==> config.mk <==
export PLATFORM = sky130hd
export DESIGN_NAME = tmrcnt_top
export DESIGN_NICKNAME = d
export VERILOG_FILES = /design/src/verilog/tmrcnt_pkg.sv /design/src/verilog/tmrcnt_top.sv
export SDC_FILE = /design/constraint.sdc
export NUM_CORES = 1
export LEC_CHECK = 0
export BUFFER_PORTS_ARGS = -buffer_cell sky130_fd_sc_hd__buf_4
export CORE_ASPECT_RATIO = 0.9
export CORE_MARGIN = 5
export CORE_UTILIZATION = 60
export CTS_CLUSTER_DIAMETER = 40
export DETAILED_ROUTE_END_ITERATION = 10
export PLACE_DENSITY_LB_ADDON = 0.08
export SLEW_MARGIN = 20
export SYNTH_ARGS = -nofsm -noshare
export SYNTH_HDL_FRONTEND = slang
export SYNTH_SLANG_ARGS = --single-unit
export TNS_END_PERCENT = 20
==> constraint.sdc <==
create_clock -name pclk -period 5.4 [get_ports pclk]
set_input_delay 1.08 -clock pclk [delete_from_list [all_inputs] [get_ports pclk]]
set_output_delay 1.08 -clock pclk [all_outputs]
set_load 0.005 [all_outputs]
==> src/verilog/tmrcnt_pkg.sv <==
// Package of the 8/16-bit timer/counter: register map, field layout,
// reset values and divider counts.
// Assumes an APB slave with 32-bit data; every register is one word.
package tmrcnt_pkg;

    // Register byte offsets.
    localparam logic [7:0] OFS_CTRL_FIRST  = 8'h00;
    localparam logic [7:0] OFS_CTRL_SECOND = 8'h04;
    localparam logic [7:0] OFS_COUNT_LOW   = 8'h08;
    localparam logic [7:0] OFS_COUNT_HIGH  = 8'h0c;
    localparam logic [7:0] OFS_STATUS      = 8'h10;

    // Field positions.
    localparam int STATUS_FLAG_BIT = 0;

    // Values after reset.
    localparam logic [7:0] RST_COUNT_LOW  = 8'h00;
    localparam logic [7:0] RST_COUNT_HIGH = 8'hff;
    localparam logic [7:0] RST_CTRL       = 8'h00;

    // Count source codes of the source select field.
    localparam logic [2:0] SRC_EXT_RISE = 3'h0;
    localparam logic [2:0] SRC_EXT_FALL = 3'h1;
    localparam logic [2:0] SRC_FOSC     = 3'h2;
    localparam logic [2:0] SRC_INSTR    = 3'h3;

    // Last count of the system clock divider in each instruction cycle.
    localparam logic [1:0] INSTR_DIV_LAST = 2'h3;

    // First control register.
    typedef struct packed {
        logic       enable;
        logic       unused6;
        logic       out_state;
        logic       wide_count_select;
        logic [3:0] postscale;
    } tmrcnt_ctrl1_s;

    // Second control register.
    typedef struct packed {
        logic [2:0] count_source_select;
        logic       async_count_select;
        logic [3:0] prescale_ratio_field;
    } tmrcnt_ctrl2_s;

endpackage : tmrcnt_pkg

==> src/verilog/tmrcnt_top.sv <==
// Timer/counter with a 15-bit prescaler, 4-bit postscaler, 8-bit period
// compare mode and 16-bit mode with a buffered high byte, on APB.
// Assumes the count pin is asynchronous to pclk and sleep_in comes from
// logic on pclk.
//
// Implementation choices: the APB register port and the placing of the registers.
`timescale 1ns/100ps
`default_nettype none

module tmrcnt_top
    import tmrcnt_pkg::*;
(
    // Clock and reset.
    input  wire logic        pclk,
    input  wire logic        presetn,
    // APB slave.
    input  wire logic        psel,
    input  wire logic        penable,
    input  wire logic        pwrite,
    input  wire logic [7:0]  paddr,
    input  wire logic [31:0] pwdata,
    output logic      [31:0] prdata,
    output logic             pready,
    output logic             pslverr,
    // Count input pin and sleep state.
    input  wire logic        ext_count_in,
    input  wire logic        sleep_in,
    // Outputs.
    output logic             match_pulse_output,
    output logic             event_flag
);

    // Low bits mask of a prescale ratio of two to the power n.
    function automatic logic [14:0] ps_mask(input logic [3:0] n);
        logic [15:0] one_hot;
        one_hot = 16'h0001 << n;
        return 15'(one_hot - 16'h0001);
    endfunction : ps_mask

    tmrcnt_ctrl1_s ctrl1_reg;
    tmrcnt_ctrl2_s ctrl2_reg;
    logic [7:0]    low_reg;
    logic [7:0]    high_buf_reg;
    logic [7:0]    cnt_hi_reg;
    logic [7:0]    period_reg;
    logic [14:0]   presc_reg;
    logic [3:0]    post_reg;
    logic          out_reg;
    logic          flag_reg;
    logic [1:0]    div_reg;
    logic          pend_reg;
    logic          ext_s1_reg;
    logic          ext_s2_reg;
    logic          ext_s3_reg;
    logic [31:0]   rdata_reg;

    // Bus decode.
    wire setup    = psel & ~penable;
    wire access   = psel & penable;
    wire sel_c1   = paddr == OFS_CTRL_FIRST;
    wire sel_c2   = paddr == OFS_CTRL_SECOND;
    wire sel_lo   = paddr == OFS_COUNT_LOW;
    wire sel_hi   = paddr == OFS_COUNT_HIGH;
    wire sel_st   = paddr == OFS_STATUS;
    wire addr_hit = sel_c1 | sel_c2 | sel_lo | sel_hi | sel_st;
    wire wr       = access & pwrite & addr_hit;
    wire wr_c1    = wr & sel_c1;
    wire wr_c2    = wr & sel_c2;
    wire wr_lo    = wr & sel_lo;
    wire wr_hi    = wr & sel_hi;
    wire wr_st    = wr & sel_st;
    wire rd_lo    = setup & ~pwrite & sel_lo;
    wire wide     = ctrl1_reg.wide_count_select;

    assign pready  = 1'b1;
    assign pslverr = access & ~addr_hit;
    assign prdata  = rdata_reg;

    // Instruction cycle enable from the system clock divider.
    wire instr_en = div_reg == INSTR_DIV_LAST;

    // Source selection and synchronous alignment.
    wire ext_rise = ext_s2_reg & ~ext_s3_reg;
    wire ext_fall = ~ext_s2_reg & ext_s3_reg;
    wire [2:0] src_sel = ctrl2_reg.count_source_select;
    wire is_ext = (src_sel == SRC_EXT_RISE) | (src_sel == SRC_EXT_FALL);
    wire async_on = ctrl2_reg.async_count_select;
    wire ext_edge = (src_sel == SRC_EXT_RISE) ? ext_rise : ext_fall;
    wire int_tick = (src_sel == SRC_FOSC) |
                    ((src_sel == SRC_INSTR) & instr_en);
    // Sync mode holds an edge until the next instruction cycle, so the
    // count rate can never exceed the instruction rate.
    wire sync_ext = (pend_reg | ext_edge) & instr_en;
    wire ext_tick = async_on ? ext_edge : sync_ext;
    wire sel_tick = is_ext ? ext_tick : int_tick;
    wire count_ok = ctrl1_reg.enable &
                    (~sleep_in | (async_on & is_ext));
    wire src_tick = count_ok & sel_tick;

    // Prescaler.
    wire [14:0] pmask = ps_mask(ctrl2_reg.prescale_ratio_field);
    wire pre_tick = src_tick & ((presc_reg & pmask) == pmask);
    wire clr_scale = wr_lo | wr_c1 | wr_c2;

    // Counter events and postscaler.
    wire [15:0] cnt16 = {cnt_hi_reg, low_reg};
    wire match8 = low_reg == period_reg;
    wire wrap16 = cnt16 == 16'hffff;
    wire cnt_evt = pre_tick & (wide ? wrap16 : match8);
    wire post_hit = cnt_evt & (post_reg == ctrl1_reg.postscale);
    wire [15:0] cnt16_inc = cnt16 + 16'h0001;
    wire flag_clr = wr_st & pwdata[STATUS_FLAG_BIT];

    // Read data selection.
    wire [7:0] rd_byte =
        sel_c1 ? {ctrl1_reg.enable, 1'b0, out_reg, ctrl1_reg[4:0]} :
        sel_c2 ? ctrl2_reg :
        sel_lo ? low_reg :
        sel_hi ? high_buf_reg :
        sel_st ? {7'h00, flag_reg} : 8'h00;

    assign match_pulse_output = out_reg;
    assign event_flag         = flag_reg;

    // Pin synchroniser; the first stage feeds only the second.
    always_ff @(posedge pclk or negedge presetn) begin
        if (!presetn) begin
            ext_s1_reg <= 1'b0;
            ext_s2_reg <= 1'b0;
            ext_s3_reg <= 1'b0;
        end else begin
            ext_s1_reg <= ext_count_in;
            ext_s2_reg <= ext_s1_reg;
            ext_s3_reg <= ext_s2_reg;
        end
    end

    always_ff @(posedge pclk or negedge presetn) begin
        if (!presetn) begin
            div_reg  <= 2'h0;
            pend_reg <= 1'b0;
        end else begin
            div_reg  <= div_reg + 2'h1;
            // Only sync mode may hold an edge, so a later switch out of
            // async mode cannot replay a stale edge.
            pend_reg <= (pend_reg | ext_edge) & ~instr_en & is_ext
                        & ~async_on;
        end
    end

    // Control and status registers.
    always_ff @(posedge pclk or negedge presetn) begin
        if (!presetn) begin
            ctrl1_reg <= tmrcnt_ctrl1_s'(RST_CTRL);
            ctrl2_reg <= tmrcnt_ctrl2_s'(RST_CTRL);
            flag_reg  <= 1'b0;
            rdata_reg <= 32'h0000_0000;
        end else begin
            if (wr_c1) begin
                ctrl1_reg <= tmrcnt_ctrl1_s'({pwdata[7], 2'b00,
                                              pwdata[4:0]});
            end
            if (wr_c2) begin
                ctrl2_reg <= tmrcnt_ctrl2_s'(pwdata[7:0]);
            end
            // A pulse in the clearing cycle keeps the flag set.
            flag_reg <= post_hit | (flag_reg & ~flag_clr);
            if (setup) begin
                rdata_reg <= {24'h000000, rd_byte};
            end
        end
    end

    // Prescaler and postscaler counters.
    always_ff @(posedge pclk or negedge presetn) begin
        if (!presetn) begin
            presc_reg <= 15'h0000;
            post_reg  <= 4'h0;
        end else if (clr_scale) begin
            presc_reg <= 15'h0000;
            post_reg  <= 4'h0;
        end else begin
            if (src_tick) begin
                presc_reg <= pre_tick ? 15'h0000 : presc_reg + 15'h0001;
            end
            if (cnt_evt) begin
                post_reg <= post_hit ? 4'h0 : post_reg + 4'h1;
            end
        end
    end

    // Output pulse: one prescaled period long.
    always_ff @(posedge pclk or negedge presetn) begin
        if (!presetn) begin
            out_reg <= 1'b0;
        end else if (post_hit) begin
            out_reg <= 1'b1;
        end else if (pre_tick | ~ctrl1_reg.enable) begin
            out_reg <= 1'b0;
        end
    end

    // Count registers. A software write wins over a count in that cycle.
    always_ff @(posedge pclk or negedge presetn) begin
        if (!presetn) begin
            low_reg      <= RST_COUNT_LOW;
            high_buf_reg <= RST_COUNT_HIGH;
            cnt_hi_reg   <= RST_COUNT_LOW;
            period_reg   <= RST_COUNT_HIGH;
        end else begin
            if (wr_lo) begin
                low_reg <= pwdata[7:0];
                if (wide) begin
                    cnt_hi_reg <= high_buf_reg;
                end
            end else if (pre_tick & wide) begin
                low_reg    <= cnt16_inc[7:0];
                cnt_hi_reg <= cnt16_inc[15:8];
            end else if (cnt_evt) begin
                low_reg    <= 8'h00;
                period_reg <= high_buf_reg;
            end else if (pre_tick) begin
                low_reg <= low_reg + 8'h01;
            end
            // The buffer is the only software path to the internal high byte; counting also writes it.
            if (wr_hi) begin
                high_buf_reg <= pwdata[7:0];
            end else if (rd_lo & wide) begin
                high_buf_reg <= cnt_hi_reg;
            end
        end
    end
endmodule : tmrcnt_top

`default_nettype wire
== Word level (Yosys, flattened, before mapping) ==
Cells that the tools add are included.
Cells by class
  add/sub/neg operators: 6
  multipliers: 0
  div/mod/pow operators: 0
  order comparisons: 0
  equality and inequality tests: 13
  shift operators: 1
  muxes and demuxes: 26
  bitwise operators: 54
  reduce and logical (&&, ||, !) cells: 10
Operators with widths (count)
  two-way mux 8 bit: 13
  two-way mux 15 bit: 3
  bitwise AND 1 bit: 29
  adder 16 x 1 -> 16 bit (second input constant): 1
  equality test 16 bit (second input constant): 1
  equality test 8 x 4 -> 1 bit (second input constant): 2
  adder 15 x 1 -> 15 bit (second input constant): 1
  bitwise AND 15 bit: 1
  equality test 15 bit: 1
  << shifter 1 x 4 -> 15 bit (first input constant): 1
  subtractor 15 x 1 -> 15 bit (second input constant): 1
  two-way mux 4 bit: 3
  NOT 1 bit: 12
  OR 1 bit: 12
  nonzero test 2 bit: 5
  adder 8 x 1 -> 8 bit (second input constant): 1
  equality test 8 x 3 -> 1 bit (second input constant): 1
  equality test 8 x 5 -> 1 bit (second input constant): 1
  equality test 8 bit: 1
  zero test 8 bit: 1
  two-way mux 1 bit: 7
  equality test 3 x 2 -> 1 bit (second input constant): 2
  adder 4 x 1 -> 4 bit (second input constant): 1
  equality test 4 bit: 1
  8 further kinds: 8
Storage, ports and cells
  register bits: 81
  latch bits: 0
  memory bits (writable): 0
  bits in read-only memories: 0
  input port bits: 47
  output and inout bits: 36
  word-level logic and storage cells: 130
  memories kept: 0

== Logic depth before layout (Yosys ltp) ==
  depth in word-level cells: 14
  mapped depth: 14
  gate-level depth less buffers: 10

== Least setup slack after synthesis ==
Ideal clock, no wire load.
  path type: input -> output
  start point: input paddr[7]
  end point: output pslverr
  data arrival time: 2.311 ns
  data required time: 4.320 ns
  setup slack: 2.009 ns
  stages on the path: 4
  buffers on the path: 1
  cells stage by stage: or4_1 -> clkbuf_1 -> or3_1 -> and4_1
On the way
  word-level cells in the longest chain between the ends: 7
  elaborated cells between the ends (all ways): 11
  classes of those cells: eq/ne (4); bitwise (6); reduce/logical (1)
RTL lines
  from (decl): line tmrcnt_top.sv:20  | input wire logic [7:0] paddr,
  equality test 8 x 3 -> 1 bit / zero test 8 bit (equally long branches): line tmrcnt_top.sv:61, tmrcnt_top.sv:60
  OR 1 bit (3 in series): line tmrcnt_top.sv:65  | wire addr_hit = sel_c1 | sel_c2 | sel_lo | sel_hi | sel_st;
  OR 1 bit (*): line tmrcnt_top.sv:65
  NOT 1 bit (*): line tmrcnt_top.sv:76  | assign pslverr = access & ~addr_hit;
  bitwise AND 1 bit (*): line tmrcnt_top.sv:76
  to (decl): line tmrcnt_top.sv:24  | output logic pslverr,
Every way passes the cells marked *; elsewhere a longest branch is shown, timed or not.

== Worst setup path in the final report ==
  start point: register ctrl2_reg[2] in the netlist's numbering
  end point: register low_reg[4]
On the way
  word-level cells in the longest chain between the ends: 9
  elaborated cells between the ends (all ways): 11
  classes of those cells: add/sub (1); eq/ne (1); shift (1); mux (3); bitwise (4); reduce/logical (1)
RTL lines
  from (decl): line tmrcnt_top.sv:41  | tmrcnt_ctrl2_s ctrl2_reg;
  from (signal assigned): line tmrcnt_top.sv:155  | ctrl2_reg <= tmrcnt_ctrl2_s'(RST_CTRL);
  from (signal assigned): line tmrcnt_top.sv:164  | ctrl2_reg <= tmrcnt_ctrl2_s'(pwdata[7:0]);
  << shifter 1 x 4 -> 15 bit (*): line tmrcnt_top.sv:36  | one_hot = 16'h0001 << n;
  subtractor 15 x 1 -> 15 bit (*): line tmrcnt_top.sv:37  | return 15'(one_hot - 16'h0001);
  bitwise AND 15 bit: line tmrcnt_top.sv:102  | wire pre_tick = src_tick & ((presc_reg & pmask) == pmask);
  equality test 15 bit (*): line tmrcnt_top.sv:102
  bitwise AND 1 bit (*): line tmrcnt_top.sv:102
  bitwise AND 1 bit: line tmrcnt_top.sv:109  | wire cnt_evt = pre_tick & (wide ? wrap16 : match8);
  two-way mux 8 bit: line tmrcnt_top.sv:219  | end else if (cnt_evt) begin
  two-way mux 8 bit: line tmrcnt_top.sv:216  | end else if (pre_tick & wide) begin
  two-way mux 8 bit: line tmrcnt_top.sv:211  | if (wr_lo) begin
  to (signal assigned): line tmrcnt_top.sv:212  | low_reg <= pwdata[7:0];
  to (signal assigned): line tmrcnt_top.sv:217  | low_reg <= cnt16_inc[7:0];
  to (signal assigned): line tmrcnt_top.sv:223  | low_reg <= low_reg + 8'h01;
  to (decl): line tmrcnt_top.sv:42  | logic [7:0] low_reg;
Marks and branches as above.
A chain may end at the register's enable or synchronous reset.

==> impl_metrics.py <==
metrics = {
    "critical_path": {
        "startpoint": "ctrl2_reg[2]",
        "start_kind": "register",
        "end_kind": "register",
        "r2r-start": "ctrl2_reg[2]",
        "worstPathArrival_ns": 4.10,
        "reg2reg_slack_ns": 1.59,
        "worstPathRequired_ns": 5.69,
        "worstSetupPathType": "register to register",
        "critPathMaxFanout": 13,
    },
    "die": {
        "start_util_pct": 61.6,
        "coreArea_sq_um": 8070,
        "fp.dieH_um": 96.3,
        "ios": 83,
        "die_area_sq_um": 10200,
        "placementRows": 31,
        "die_w_um": 106,
    },
    "logic_synthesis": {
        "ys.flop_type": "dfrtp_1",
        "syn_inst": 534,
        "ys_types": 61,
        "synthArstFlopShare_pct": 100,
        "avgSynthCellArea_sq_um": 9.30,
        "ys_seq_elements": 81,
        "ys_warn_count": 0,
        "syn-cell-area_sq_um": 4970,
        "synth-edff-count": 0,
        "ys_seq_area_share_pct": 41.2,
    },
    "clock_tree": {
        "cts.path.max_buffers": 2,
        "cts_buffers": 9,
        "cts_tree": "yes",
        "insertion_delay_ns": 0.37,
        "cts_hold_buf": 0,
        "cts.clk_slew.worst_paths_ns": 0.09,
        "cts-root-buf": "clkbuf_8",
        "clock_sinks": 81,
        "cts_resized": 0,
        "post_cts_buffers": 0,
        "htree_levels": 3,
    },
    "placed_design": {
        "portBuffers": 33,
        "dp_cells": 643,
        "gp_congestion": 0.955,
        "dpl.hpwl_um": 9290,
    },
    "layout": {
        "mostFrequentLayoutCells": "nand2_1, dfrtp_1, nor2_1, buf_4, o21ai_0",
        "fin_cells": 659,
        "fillerInstances": 669,
        "n_antenna_cell": 0,
        "syn2layout_area_growth_pct": 8.56,
        "nets": 607,
        "largest_reg_flops": 15,
        "layout-drive-gt1-share_pct": 18.2,
        "final_common_cell": "nand2_1",
        "fin_util_pct": 66.9,
    },
    "power": {
        "power_per_cell_area_nw_per_um2": 239,
        "vdd_drop_max_mv": 0.200,
        "leakagePower_nw": 2.48,
    },
    "timing": {
        "fmax_mhz": 262,
        "tightest_slew_ns": 0.940,
        "fin_crit_sh_pct": 70.6,
        "setup_viol": 0,
        "slew_viol_final": 0,
        "maxSlewHeadroom_pct": 37.1,
        "setup_tns_ns": 0,
        "fin_crit_ns": 3.81,
        "skew_ns": 0.0115,
        "hold_violations": 0,
        "rsz0062_at_grt": "false",
    },
    "route": {
        "ant_nets": 0,
        "drcViolationCount": 0,
        "firstDrtPassIters": 6,
        "num_vias": 4275,
        "drtIter0Drc": 453,
        "routed_via_density": 6.49,
        "routedWlPerCell_um": 19.8,
        "drt-total-wl_um": 13100,
    },
    "global_routing": {
        "antenna_found_initial": 0,
        "grt_max_degree": 82,
        "grt_pass1_vias": 3932,
        "grt_pass1_wl_um": 21300,
        "gr-usage-all-layers_pct": 27.2,
        "overflow": 0,
    },
    "worst_hold_path": {
        "min-delay-start": "ext_s1_reg",
        "hold_class": "register to register",
    },
    "run_status": {
        "status": "finished clean",
    },
    "run": {
        "max-cap-violations": 0,
    },
}
-- metrics by stage --
| step | hold slack, ns | power [mW] | cell area [sq um] | setup WS (ns) |
|---|---|---|---|---|
| 6_report | 0.359 | 1.29 | 5390 | 1.59 |
| 5_1_grt | 0.376 | 1.34 | 5390 | 1.34 |
| 4_1_cts | 0.362 | 1.29 | 5390 | 1.63 |
| 3_5_place_dp | 0.339 | 0.746 | 5150 | 1.47 |
| 3_3_place_gp | 0.335 | 0.744 | 5150 | 1.50 |
| 2_1_floorplan | 0.331 | 0.712 | 5050 | 2.01 |
-- final cells by class --
cell class / instances / area (sq um) / share of cell area, %
multi-input combinational: 419 / 2680 / 49.7
clock buffer: 10 / 128 / 2.37
timing repair buffer: 35 / 267 / 4.94
sequential: 81 / 2050 / 37.9
inverter: 9 / 33.8 / 0.626
tap: 99 / 124 / 2.30
clock inverter: 6 / 115 / 2.13
-- report_power, final --
group	internal, mW	total, mW	leakage [nW]	switching, mW
combinational	0.0379	0.114	1.31	0.0762
clock	0.310	0.551	0.117	0.241
sequential	0.614	0.623	1.05	0.00962
total	0.961	1.29	2.48	0.327
-- Yosys cell counts (5+ instances only) --
cell	number	area [sq um]
mux2_4	8	120
nor2_1	38	143
inv_1	9	33.8
a21oi_1	10	50.1
nand3_1	25	125
nand4b_1	5	43.8
nand2b_1	7	43.8
dfrtp_1	65	1630
a22oi_1	9	67.6
and3_1	18	113
buf_4	25	188
buf_1	5	18.8
nand2_1	82	308
o21ai_0	27	135
mux2_2	15	169
or3_1	7	43.8
xor2_1	15	131
mux4_2	7	158
a31oi_1	9	56.3
ha_1	5	62.6
dfstp_2	16	420
nor3_1	19	95.1
nor4_1	10	62.6
nor2b_1	8	50.1
clkbuf_1	12	45.0
-- cell families (layout without fill, tap and decap cells) --
family / after synthesis / count (layout) / share of synthesized area (%)
and+or+nand+nor: 243 / 243 / 24.9
buffers and inverters: 57 / 60 / 6.60
adders and majority gates: 5 / 5 / 1.26
AOI/OAI and AO/OA: 95 / 95 / 13.1
xor gates and xnor gates: 17 / 17 / 3.00
DFF: 81 / 81 / 41.2
other: 2 / 25 / 0.151
muxes: 34 / 34 / 9.80
-- per-layer routing --
| metal | GRT usage (%) | wire, um | vias to the layer above |
|---|---|---|---|
| li1 | - | - | 1942 |
| met5 | 0 | 0 | - |
| met3 | 6.17 | 1270 | 28 |
| met1 | 39.7 | 5880 | 2054 |
| met4 | 10.0 | 293 | 0 |
| met2 | 39.6 | 5640 | 251 |
-- critical path: stages (launching register included) --
cell	delay [ns]
dfrtp_1	0.55
nor2_1	0.24
nand3_1	0.11
ha_1	0.32
a32o_1	0.30
a2111o_1	0.41
a2111oi_1	0.52
nand2_1	0.48
or4_1	0.63
a31oi_1	0.18
-- worst paths after layout --
path / endpoint / depth (start not counted)
hold / removal: ext_s2_reg / 0
max in group asynchronous: low_reg[5] / 1
setup reg to reg: low_reg[4] / 9
min in group asynchronous: presc_reg[11] / 1
hold reg to reg: ext_s2_reg / 0
setup / recovery: low_reg[4] / 9
Note: power is estimated with default switching activity, not from simulation.
